**config.mk**
```make
export PLATFORM = sky130hd
export DESIGN_NAME = gis_global_interrupt_status
export DESIGN_NICKNAME = d
export VERILOG_FILES = /design/src/rtl/gis_pkg.sv /design/src/rtl/gis_global_interrupt_status.sv
export SDC_FILE = /design/constraint.sdc
export NUM_CORES = 1
export LEC_CHECK = 0
export ABC_AREA = 1
export BUFFER_PORTS_ARGS = -buffer_cell sky130_fd_sc_hd__buf_2
export CORE_ASPECT_RATIO = 0.75
export CORE_MARGIN = 2
export CORE_UTILIZATION = 29
export CTS_BUF_LIST = sky130_fd_sc_hd__clkbuf_8
export DETAILED_ROUTE_END_ITERATION = 6
export PLACE_DENSITY_LB_ADDON = 0.15
export SLEW_MARGIN = 40
export SYNTH_ARGS = -nofsm -noshare
export SYNTH_HDL_FRONTEND = slang
export SYNTH_SLANG_ARGS = --single-unit
export TNS_END_PERCENT = 30
```
**constraint.sdc**
```tcl
create_clock -name aclk -period 2.55 [get_ports aclk]
set_input_delay 0.255 -clock aclk [delete_from_list [all_inputs] [get_ports aclk]]
set_output_delay 0.255 -clock aclk [all_outputs]
set_load 0.05 [all_outputs]
```
**src/rtl/gis_pkg.sv**
```systemverilog
// Purpose: constants and types for the global interrupt status block
// Assumes: 32-bit AXI4-Lite register access, one aligned word per register
// Notes: bit positions follow the status word layout
package gis_pkg;
	localparam logic [11:0] GIS_STATUS_ADDR = 12'h004;
	localparam int          GIS_ADDR_W      = 12;
	localparam logic [31:0] GIS_STATUS_RST  = 32'h0000_0000;
	localparam int          GIS_RX_LSB      = 28;
	localparam int          GIS_TX_LSB      = 24;
	localparam int          GIS_CFG_BIT     = 21;
	localparam int          GIS_FAIL_BIT    = 1;
	localparam int          GIS_OK_BIT      = 0;
	localparam int          GIS_NCH         = 4;
	// implemented bits: 31:24, 21, 1, 0
	localparam logic [31:0] GIS_IMPL_MASK   = 32'hFF20_0003;
	localparam logic [1:0]  GIS_RESP_OKAY   = 2'h0;
	localparam logic [1:0]  GIS_RESP_SLVERR = 2'h2;

	typedef struct packed {
		logic [3:0] rx_vec;
		logic [3:0] tx_vec;
		logic       cfg_vec;
		logic       ar_done;
		logic       ar_failed;
	} gis_event_s;

	typedef enum logic [1:0] {
		GIS_W_IDLE = 2'h0,
		GIS_W_RESP = 2'h1
	} gis_wstate_e;
endpackage

```
**src/rtl/gis_global_interrupt_status.sv**
```systemverilog
// Purpose: global interrupt status register with write-one-to-clear flags
// Assumes: event pulses come from DMA logic on aclk, one cycle each
//
// Chosen here: the AXI4-Lite register port.
`timescale 1ns/100ps
`default_nettype none
module gis_global_interrupt_status (
	// clock and reset
	input  wire logic                  aclk,
	input  wire logic                  aresetn,
	// hardware events
	input  wire gis_pkg::gis_event_s   events,
	// axi4-lite write address
	input  wire logic [11:0]           s_axi_awaddr,
	input  wire logic                  s_axi_awvalid,
	output logic                       s_axi_awready,
	// axi4-lite write data
	input  wire logic [31:0]           s_axi_wdata,
	input  wire logic [3:0]            s_axi_wstrb,
	input  wire logic                  s_axi_wvalid,
	output logic                       s_axi_wready,
	// axi4-lite write response
	output logic [1:0]                 s_axi_bresp,
	output logic                       s_axi_bvalid,
	input  wire logic                  s_axi_bready,
	// axi4-lite read address
	input  wire logic [11:0]           s_axi_araddr,
	input  wire logic                  s_axi_arvalid,
	output logic                       s_axi_arready,
	// axi4-lite read data
	output logic [31:0]                s_axi_rdata,
	output logic [1:0]                 s_axi_rresp,
	output logic                       s_axi_rvalid,
	input  wire logic                  s_axi_rready,
	// interrupt line, low while asserted
	output logic                       inta_n
);
	logic [31:0]         status;
	logic [31:0]         next_status;
	logic [31:0]         set_vec;
	logic [31:0]         clr_vec;
	logic                next_inta_n;
	logic                aw_held;
	logic                next_aw_held;
	logic [11:0]         aw_addr;
	logic [11:0]         next_aw_addr;
	logic                w_held;
	logic                next_w_held;
	logic [31:0]         w_data;
	logic [31:0]         next_w_data;
	logic [3:0]          w_strb;
	logic [3:0]          next_w_strb;
	gis_pkg::gis_wstate_e wstate;
	gis_pkg::gis_wstate_e next_wstate;
	logic [1:0]          next_bresp;
	logic                next_awready;
	logic                next_wready;
	logic                next_bvalid;
	logic                next_arready;
	logic                next_rvalid;
	logic [31:0]         next_rdata;
	logic [1:0]          next_rresp;
	logic                do_write;

	function automatic logic [31:0] strb_mask(input logic [3:0] s);
		strb_mask = {{8{s[3]}}, {8{s[2]}}, {8{s[1]}}, {8{s[0]}}};
	endfunction

	function automatic logic hit(input logic [11:0] a);
		hit = (a[11:2] == gis_pkg::GIS_STATUS_ADDR[11:2]);
	endfunction

	// write channel: address and data taken in either order
	always_comb begin
		next_aw_held = aw_held;
		next_aw_addr = aw_addr;
		next_w_held  = w_held;
		next_w_data  = w_data;
		next_w_strb  = w_strb;
		next_wstate  = wstate;
		next_bresp   = s_axi_bresp;
		next_bvalid  = s_axi_bvalid;
		do_write     = 1'b0;
		if (s_axi_awvalid && s_axi_awready) begin
			next_aw_held = 1'b1;
			next_aw_addr = s_axi_awaddr;
		end
		if (s_axi_wvalid && s_axi_wready) begin
			next_w_held = 1'b1;
			next_w_data = s_axi_wdata;
			next_w_strb = s_axi_wstrb;
		end
		unique case (wstate)
			gis_pkg::GIS_W_IDLE: begin
				if (aw_held && w_held) begin
					do_write     = hit(aw_addr);
					next_bresp   = hit(aw_addr) ? gis_pkg::GIS_RESP_OKAY
						: gis_pkg::GIS_RESP_SLVERR;
					next_bvalid  = 1'b1;
					next_aw_held = 1'b0;
					next_w_held  = 1'b0;
					next_wstate  = gis_pkg::GIS_W_RESP;
				end
			end
			gis_pkg::GIS_W_RESP: begin
				if (s_axi_bready) begin
					next_bvalid = 1'b0;
					next_wstate = gis_pkg::GIS_W_IDLE;
				end
			end
			default: next_wstate = gis_pkg::GIS_W_IDLE;
		endcase
		next_awready = !next_aw_held && (next_wstate == gis_pkg::GIS_W_IDLE);
		next_wready  = !next_w_held && (next_wstate == gis_pkg::GIS_W_IDLE);
	end

	always_ff @(posedge aclk) begin
		if (!aresetn) begin
			aw_held       <= 1'b0;
			aw_addr       <= 12'h000;
			w_held        <= 1'b0;
			w_data        <= 32'h0000_0000;
			w_strb        <= 4'h0;
			wstate        <= gis_pkg::GIS_W_IDLE;
			s_axi_bresp   <= gis_pkg::GIS_RESP_OKAY;
			s_axi_bvalid  <= 1'b0;
			s_axi_awready <= 1'b0;
			s_axi_wready  <= 1'b0;
		end else begin
			aw_held       <= next_aw_held;
			aw_addr       <= next_aw_addr;
			w_held        <= next_w_held;
			w_data        <= next_w_data;
			w_strb        <= next_w_strb;
			wstate        <= next_wstate;
			s_axi_bresp   <= next_bresp;
			s_axi_bvalid  <= next_bvalid;
			s_axi_awready <= next_awready;
			s_axi_wready  <= next_wready;
		end
	end

	// status flags
	always_comb begin
		set_vec = 32'h0000_0000;
		set_vec[gis_pkg::GIS_RX_LSB +: gis_pkg::GIS_NCH] = events.rx_vec;
		set_vec[gis_pkg::GIS_TX_LSB +: gis_pkg::GIS_NCH] = events.tx_vec;
		set_vec[gis_pkg::GIS_CFG_BIT]  = events.cfg_vec;
		set_vec[gis_pkg::GIS_FAIL_BIT] = events.ar_failed;
		set_vec[gis_pkg::GIS_OK_BIT]   = events.ar_done;
		clr_vec = do_write ? (w_data & strb_mask(w_strb)) : 32'h0000_0000;
		// set after clear so a same-cycle event survives
		next_status = ((status & ~clr_vec) | set_vec)
			& gis_pkg::GIS_IMPL_MASK;
		// only the last action request result is kept
		if (events.ar_done || events.ar_failed) begin
			next_status[gis_pkg::GIS_OK_BIT]   = events.ar_done;
			next_status[gis_pkg::GIS_FAIL_BIT] = events.ar_failed
				&& !events.ar_done;
		end
		next_inta_n = ~|next_status;
	end

	always_ff @(posedge aclk) begin
		if (!aresetn) begin
			status <= gis_pkg::GIS_STATUS_RST;
			inta_n <= 1'b1;
		end else begin
			status <= next_status;
			inta_n <= next_inta_n;
		end
	end

	// read channel
	always_comb begin
		next_arready = s_axi_arready;
		next_rvalid  = s_axi_rvalid;
		next_rdata   = s_axi_rdata;
		next_rresp   = s_axi_rresp;
		if (s_axi_arvalid && s_axi_arready) begin
			next_arready = 1'b0;
			next_rvalid  = 1'b1;
			next_rdata   = hit(s_axi_araddr) ? status : 32'h0000_0000;
			next_rresp   = hit(s_axi_araddr) ? gis_pkg::GIS_RESP_OKAY
				: gis_pkg::GIS_RESP_SLVERR;
		end else if (s_axi_rvalid && s_axi_rready) begin
			next_rvalid  = 1'b0;
			next_arready = 1'b1;
		end else if (!s_axi_rvalid) begin
			next_arready = 1'b1;
		end
	end

	always_ff @(posedge aclk) begin
		if (!aresetn) begin
			s_axi_arready <= 1'b0;
			s_axi_rvalid  <= 1'b0;
			s_axi_rdata   <= 32'h0000_0000;
			s_axi_rresp   <= gis_pkg::GIS_RESP_OKAY;
		end else begin
			s_axi_arready <= next_arready;
			s_axi_rvalid  <= next_rvalid;
			s_axi_rdata   <= next_rdata;
			s_axi_rresp   <= next_rresp;
		end
	end
endmodule
`default_nettype wire

```
After elaboration in Yosys (flattened, before gate mapping):

Cells that the tools add are included.

* register bits: 126
* input port bits: 78
* output and inout port bits: 42
* word-level logic and storage cells: 72

* equality and inequality tests: 6
* multiplexer cells: 23
* bitwise operators: 5
* reductions and logical operators: 21

Operators with widths (number)
* 32-bit bitwise AND: 2
* 32-bit 2-to-1 mux: 2
* 32-bit NOT: 1
* 32-bit bitwise OR: 1
* 10-bit by 1-bit equality test with 1-bit output (second input constant): 2
* 1-bit 2-to-1 mux: 14
* 11-bit OR reduction: 1
* 2-bit 2-to-1 mux: 5
* 1-bit logical AND: 8
* 1-bit logical NOT: 4
* 2-bit logical NOT: 2
* 2-bit inequality test (second input constant): 2
* 2-bit one-hot mux with 2 select lines: 1
* 2-bit nonzero test: 2
* 3-bit AND reduction: 1
* 2-bit by 1-bit equality test with 1-bit output (second input constant): 1
* 2-bit by 1-bit inequality test with 1-bit output (second input constant): 1
* 1-bit one-hot mux with 2 select lines: 1
* 2-bit AND reduction: 1
* 2-bit OR reduction: 1
* 1-bit logical OR: 1
* 1-bit NOT: 1

Logic depth before layout (Yosys ltp):

Gate-level depths: netlist of run 1.

* depth after elaboration: 10
* depth in mapped cells: 12
* mapped depth without buffers: 12

Worst setup path before layout of run 1:

No wires, ideal clock.

* path kind: flip-flop to flip-flop
* start point: register s_axi_arready
* end point: register s_axi_rdata[1]
* library setup time: 0.070 ns
* data arrival time: 1.489 ns
* data required time: 2.480 ns
* setup slack: 0.991 ns
* stages on the path, launching flop included: 6
* path buffers: 1
* period minus slack after synthesis: 1.559 ns
* cell sequence: dfxtp_1 -> nand2_1 -> nor4_1 -> nand2_1 -> clkbuf_1 -> o21ai_1

* word-level cells in the longest chain between the ends: 1

RTL lines
* from (decl): line gis_global_interrupt_status.sv:29 `output logic s_axi_arready,`
* from (signal assigned): line gis_global_interrupt_status.sv:201 `s_axi_arready <= next_arready;`
* 1-bit logical AND: line gis_global_interrupt_status.sv:180 `if (s_axi_arvalid && s_axi_arready) begin`
* to (signal assigned): line gis_global_interrupt_status.sv:203 `s_axi_rdata <= next_rdata;`
* to (decl): line gis_global_interrupt_status.sv:31 `output logic [31:0] s_axi_rdata,`

Every way passes these cells.
A chain may end at the register's enable or synchronous reset.

Final worst setup path of run 1:

* start point: register s_axi_arready
* end point: register s_axi_rresp[1]

* word-level cells in the longest chain between the ends: 1

RTL lines
* 1-bit logical AND: line gis_global_interrupt_status.sv:180
* to (signal assigned): line gis_global_interrupt_status.sv:199 `s_axi_rresp <= gis_pkg::GIS_RESP_OKAY;`
* to (signal assigned): line gis_global_interrupt_status.sv:204 `s_axi_rresp <= next_rresp;`
* to (decl): line gis_global_interrupt_status.sv:32 `output logic [1:0] s_axi_rresp,`

Every way passes these cells.

==> results.sh, run 1 <==
export IMPL_drt_iter0_drc=93
export IMPL_yosysWarnings=0
export IMPL_dieArea_um2=9250
export IMPL_yosysTopAreaCellShare_pct=47.2
export IMPL_numCtsBuffers=9
export IMPL_finalHoldViolations=0
export IMPL_ys_top_cells_by_count="nor2_1 (66), dfxtp_1 (58), nand2_1 (51)"
export IMPL_fill_cells=938
export IMPL_synth_most_common_cell="nor2_1"
export IMPL_p_leak_nw=1.48
export IMPL_grt_pass1_wl_um=9340
export IMPL_stdcell_area_um2=3020
export IMPL_yosysTopAreaCell="dfxtp_1"
export IMPL_clk_latency_ps=340
export IMPL_layout_nets=480
export IMPL_start_util_pct=29.5
export IMPL_synthFlopType="dfxtp_1"
export IMPL_synthToLayoutAreaGrowth_pct=22.8
export IMPL_timing_fmax_mhz=593
export IMPL_seq_area_frac_synth_pct=47.2
export IMPL_syn_mean_instance_area_um2=7.39
export IMPL_crit_top_cell="nand2_1"
export IMPL_syn_inst=333
export IMPL_fin_hold_ws_ps=127
export IMPL_worstPathCellList="nand2_1 > nor4_1 > nand2_1 > nor3b_1"
export IMPL_n_antenna_cell=0
export IMPL_routed_wl_um=5520
export IMPL_dp_hpwl_um=4120
export IMPL_multi_input_area_um2=1060
export IMPL_antenna_found_initial=0
export IMPL_die_h_um=83.8
export IMPL_critPathLaunchType="flip-flop"
export IMPL_place_gp_congestion=0.700
export IMPL_finalSetupTns_ps=0
export IMPL_max_vdd_ir_drop_v=0.000243
export IMPL_status="completed"
export IMPL_path_clk_slew_ps=60
export IMPL_async_reset_ff_share_pct=0
export IMPL_htreeDepth=3
export IMPL_syn_area_um2=2460
export IMPL_ys_types=28
export IMPL_fin_crit_ps=1690
export IMPL_hp_class="in2reg"
export IMPL_routed_via_count=2139
export IMPL_cp_required_ps=2750
export IMPL_fin_ws_ps=865
export IMPL_vias_per_cell=4.15
export IMPL_cts_buffer_depth=2
export IMPL_drv_cap=0
export IMPL_drive_above_1_share_pct=24.1
export IMPL_grt_max_degree=52
export IMPL_synth_area_leaders="dfxtp_1 (47%), nor2_1 (10%), nand2_1 (7.8%), buf_4 (7.0%), o21ai_0 (4.1%)"
export IMPL_port_buffers=70
export IMPL_cts_tree="done"
export IMPL_register_area_um2=1160
export IMPL_drc=0
export IMPL_cp_slowest_cell="dfxtp_1"
export IMPL_cts_root_buf="clkbuf_8"
export IMPL_ioPinCount=120
export IMPL_cts_setup_buffers=0
export IMPL_cts_resized=0
export IMPL_postRouteAntennaNets=0
export IMPL_rows=29
export IMPL_grt_pass1_vias=2078
export IMPL_drt_pass1_iterations=4
export IMPL_fin_skew_ps=9.45
export IMPL_hold_buffers=0
export IMPL_drv_slew=0
export IMPL_rsz0062_at_grt="no"
export IMPL_design_core_area_um2=8350
export IMPL_crit_family="simple AND/OR/NAND/NOR gates"
export IMPL_worstPathArrival_ps=1890
export IMPL_post_route_util_pct=36.2
export IMPL_slew_limit_headroom_pct=63.3
export IMPL_setup_worst_path_end_class="flip-flop"
export IMPL_groute_usage_overall_pct=13.2
export IMPL_ys_seq_elements=58
export IMPL_setup_viol=0
export IMPL_synth_edf_count=0
export IMPL_overflow=0
export IMPL_clock_sinks=58
export IMPL_worstMarginPinSlew_ps=550
export IMPL_dp_slack_ps=860
export IMPL_path_buf_inv=0
export IMPL_drt_wirelength_per_cell_um=10.7
export IMPL_critPathKind="reg2reg"
export IMPL_cellPowerDensity_nw_per_um2=702
export IMPL_crit_path_max_incr_delay_ps=370
export IMPL_worstPathMaxFanout=13
export IMPL_postPlaceCellArea_um2=2820
export IMPL_fp_dieW_um=110
export IMPL_fin_crit_sh_pct=66.1
-- logic make-up after synthesis --
family | share of synthesized area [%]
AOI/OAI and AO/OA | 11.6
other | 0.152
buffers and inverters | 13.2
DFF | 47.2
and+or+nand+nor | 27.9
-- worst paths after layout --
| check | start | end | slack [ps] | cells after the start |
|---|---|---|---|---|
| worst max register to register | s_axi_arready$_SDFFE_PP0P_ | s_axi_rresp[1]$_SDFFE_PN0P_ | 860 | 4 |
| worst min register to register | aw_held$_SDFF_PN0_ | s_axi_awready$_SDFF_PN0_ | 460 | 1 |
| worst min-delay path | s_axi_arvalid | s_axi_arready$_SDFFE_PP0P_ | 130 | 2 |
| worst max-delay path | s_axi_arready$_SDFFE_PP0P_ | s_axi_rresp[1]$_SDFFE_PN0P_ | 860 | 4 |
-- placed cells by master, fill, tap and decap left out, types with 3 or more instances in the layout --
cell / synthesis / routed
buf_2: 1 / 70
nor2_1: 66 / 66
dfxtp_1: 58 / 58
nand2_1: 51 / 51
inv_1: 25 / 26
conb_1: 1 / 24
o21ai_0: 20 / 20
o21ai_1: 19 / 19
nand3_1: 17 / 17
a21oi_1: 15 / 15
clkbuf_8: 0 / 14
nor2_2: 4 / 4
nand4_1: 3 / 3
nand3b_1: 3 / 3
-- routing by layer --
metal  wire [um]  vias to the layer above  track usage (%)  part of all wire [%]
li1            -                     1152                -                     -
met2        2310                       60             19.2                    42
met5           0                        -                0                     0
met3         435                        5             4.84                   7.9
met4          64                        0             4.77                   1.2
met1        2710                      922             17.7                    49
-- per-stage QoR --
step,total power [W],cells
2_1_floorplan,0.00126,356
3_3_place_gp,0.00132,499
3_5_place_dp,0.00132,499
4_1_cts,0.00216,515
5_1_grt,0.00224,515
6_report,0.00212,515
-- state kept, by name, summed over array words and instances, names as in the netlist, 2 cells and up --
signal / cells
wstate: 2
s_axi_rdata: 11
aw_addr: 10
w_strb: 3
w_data: 11
status: 11
-- layout make-up --
class                      count  share of cell area, %
clock buffer                  14                   6.37
clock inverter                 2                  0.290
inverter                      26                   3.23
multi-input combinational    235                   35.1
sequential                    58                   38.4
tap                          108                   4.47
timing repair buffer          72                   12.1
-- report_power, final --
group | internal (W) | switching (W) | total, W
logic | 0.0000845 | 0.000224 | 0.000309
registers | 0.000958 | 0.0000289 | 0.000987
clock network | 0.000481 | 0.000347 | 0.000827
(Power assumes the default switching activity.)
==> run 2: changes to the inputs <==
==> constraint.sdc (replaced) <==
create_clock -name aclk -period 1.7 [get_ports aclk]
set_input_delay 0.17 -clock aclk [delete_from_list [all_inputs] [get_ports aclk]]
set_output_delay 0.17 -clock aclk [all_outputs]
set_load 0.05 [all_outputs]
==> results.sh, run 2 (synthesis gave the netlist of run 1 again) <==
export IMPL_place_gp_congestion=0.717
export IMPL_htreeDepth=3
export IMPL_final_common_cell="buf_2"
export IMPL_cellPowerDensity_nw_per_um2=1030
export IMPL_crit_path_max_incr_delay_ps=320
export IMPL_fin_skew_ps=4.63
export IMPL_drv_cap=0
export IMPL_setup_worst_path_end_class="flip-flop"
export IMPL_finalHoldViolations=0
export IMPL_numCtsBuffers=9
export IMPL_min_delay_start="s_axi_arvalid"
export IMPL_fin_ws_ps=232
export IMPL_cp_required_ps=1980
export IMPL_rrSetupSlack_ps=230
export IMPL_final_cell_mix="buf_2 (70), nor2_1 (66), dfxtp_1 (58)"
export IMPL_grt_max_degree=24
export IMPL_r2r_end="inta_n$_SDFF_PN1_"
export IMPL_cts_setup_buffers=0
export IMPL_layout_nets=483
export IMPL_worstPathCellList="nor2_2 > inv_1 > nor2_4 > nand3_2 > nand2_1 > nand2_1 > nor2_1 > nand2_1 > nor2_1 > nand2_1 > nand2_1"
export IMPL_antenna_found_initial=0
export IMPL_timing_rr_start="aw_addr[4]$_SDFFE_PN0P_"
export IMPL_drv_slew=0
export IMPL_rows=29
export IMPL_holdPathEnd="s_axi_arready$_SDFFE_PP0P_"
export IMPL_routed_wl_um=5710
export IMPL_slew_limit_headroom_pct=63.8
export IMPL_worst_r2r_path_depth=11
export IMPL_cts_tree="done"
export IMPL_overflow=0
export IMPL_grt_pass1_vias=2118
export IMPL_cp_slowest_cell="dfxtp_1"
export IMPL_routed_via_count=2169
export IMPL_status="completed"
export IMPL_p_sw_share_pct=29.1
export IMPL_design_core_area_um2=8350
export IMPL_cts_buffer_depth=2
export IMPL_dp_slack_ps=228
export IMPL_clk_latency_ps=340
export IMPL_start_util_pct=29.5
export IMPL_fp_dieW_um=110
export IMPL_worstPathArrival_ps=1750
export IMPL_worstMarginPinSlew_ps=543
export IMPL_max_vdd_ir_drop_v=0.000318
export IMPL_post_route_util_pct=36.3
export IMPL_finalSetupTns_ps=0
export IMPL_crit_family="simple AND/OR/NAND/NOR gates"
export IMPL_hold_buffers=0
export IMPL_critPathLaunchType="flip-flop"
export IMPL_crit_top_cell="nand2_1"
export IMPL_p_int_w=0.00220
export IMPL_timing_fmax_mhz=681
export IMPL_pwr_share_clk_pct=37.1
export IMPL_cts_resized=0
export IMPL_hp_class="in2reg"
export IMPL_port_buffers=70
export IMPL_vias_per_cell=4.19
export IMPL_p_seq_share_pct=47.7
export IMPL_p_switching_w=0.000902
export IMPL_drt_iter0_drc=82
export IMPL_cts_root_buf="clkbuf_8"
export IMPL_rsz0062_at_grt="no"
export IMPL_dieArea_um2=9250
export IMPL_postRouteAntennaNets=0
export IMPL_drt_wirelength_per_cell_um=11.0
export IMPL_n_antenna_cell=0
export IMPL_synthToLayoutAreaGrowth_pct=23.0
export IMPL_die_h_um=83.8
export IMPL_cp_depth=11
export IMPL_dp_hpwl_um=4280
export IMPL_grt_pass1_wl_um=9590
export IMPL_groute_usage_overall_pct=13.7
export IMPL_worstPathMaxFanout=9
export IMPL_setup_viol=0
export IMPL_hold_path_depth=2
export IMPL_drc=0
export IMPL_ioPinCount=120
export IMPL_path_clk_slew_ps=60
export IMPL_path_buf_inv=1
export IMPL_critPathKind="reg2reg"
export IMPL_reg_top3="s_axi_rdata x11, status x11, w_data x11"
export IMPL_clock_sinks=58
export IMPL_p_leak_nw=1.49
export IMPL_drt_pass1_iterations=4
export IMPL_p_comb_share_pct=15.1
export IMPL_drive_above_1_share_pct=24.4
export IMPL_fin_crit_sh_pct=86.3
export IMPL_fin_crit_ps=1470
-- run 2: worst max path at each step --
| stage | from | slack (ps) | to |
|---|---|---|---|
| 3_5_place_dp | aw_addr[4]$_SDFFE_PN0P_ | 230 | inta_n$_SDFF_PN1_ |
| 6_report | aw_addr[4]$_SDFFE_PN0P_ | 230 | inta_n$_SDFF_PN1_ |
| 3_3_place_gp | aw_addr[4]$_SDFFE_PN0P_ | 230 | inta_n$_SDFF_PN1_ |
| 5_1_grt | aw_addr[4]$_SDFFE_PN0P_ | 30 | inta_n$_SDFF_PN1_ |
| 4_1_cts | aw_addr[4]$_SDFFE_PN0P_ | 190 | inta_n$_SDFF_PN1_ |
| 2_1_floorplan | s_axi_arready$_SDFFE_PP0P_ | 140 | s_axi_rdata[1]$_SDFFE_PN0P_ |
-- run 2: worst reg2reg max path: stages (launching register included) --
cell and delay (ps):
dfxtp_1 320, nor2_2 110, inv_1 70, nor2_4 250
nand3_2 110, nand2_1 90, nand2_1 50, nor2_1 140
nand2_1 60, nor2_1 100, nand2_1 60, nand2_1 50
-- run 2: power by group through the flow --
stage	sequential (W)	combinational, W	clock, W
floorplan	0.00154	0.000353	0
global placement	0.00151	0.000472	0
detailed placement	0.00151	0.000475	0
CTS	0.00148	0.000476	0.00120
global route	0.00149	0.000529	0.00126
finish	0.00148	0.000470	0.00115
-- run 2: per-stage QoR --
| stage | power, W | instances | hold slack (ps) | instance area [um^2] |
|---|---|---|---|---|
| floorplan | 0.00189 | 356 | 264 | 2550 |
| global placement | 0.00198 | 502 | 381 | 2840 |
| detailed placement | 0.00199 | 502 | 390 | 2840 |
| CTS | 0.00316 | 518 | 17.8 | 3030 |
| global route | 0.00328 | 518 | 23.7 | 3030 |
| finish | 0.00310 | 518 | 36.0 | 3030 |
-- run 2: routing by layer --
metal,share of wire (%),global-route usage [%]
met3,7.2,5.93
met4,1.6,4.43
met5,0,0
met2,42,20.7
met1,49,17.4
-- run 2: final cells by class --
class	instances	area [um^2]
Fill cell	946	5320
Sequential cell	58	1160
Multi-Input combinational cell	235	1060
Timing Repair Buffer	75	388
Clock buffer	12	165
Tap cell	108	135
Inverter	26	97.6
Clock inverter	4	17.5
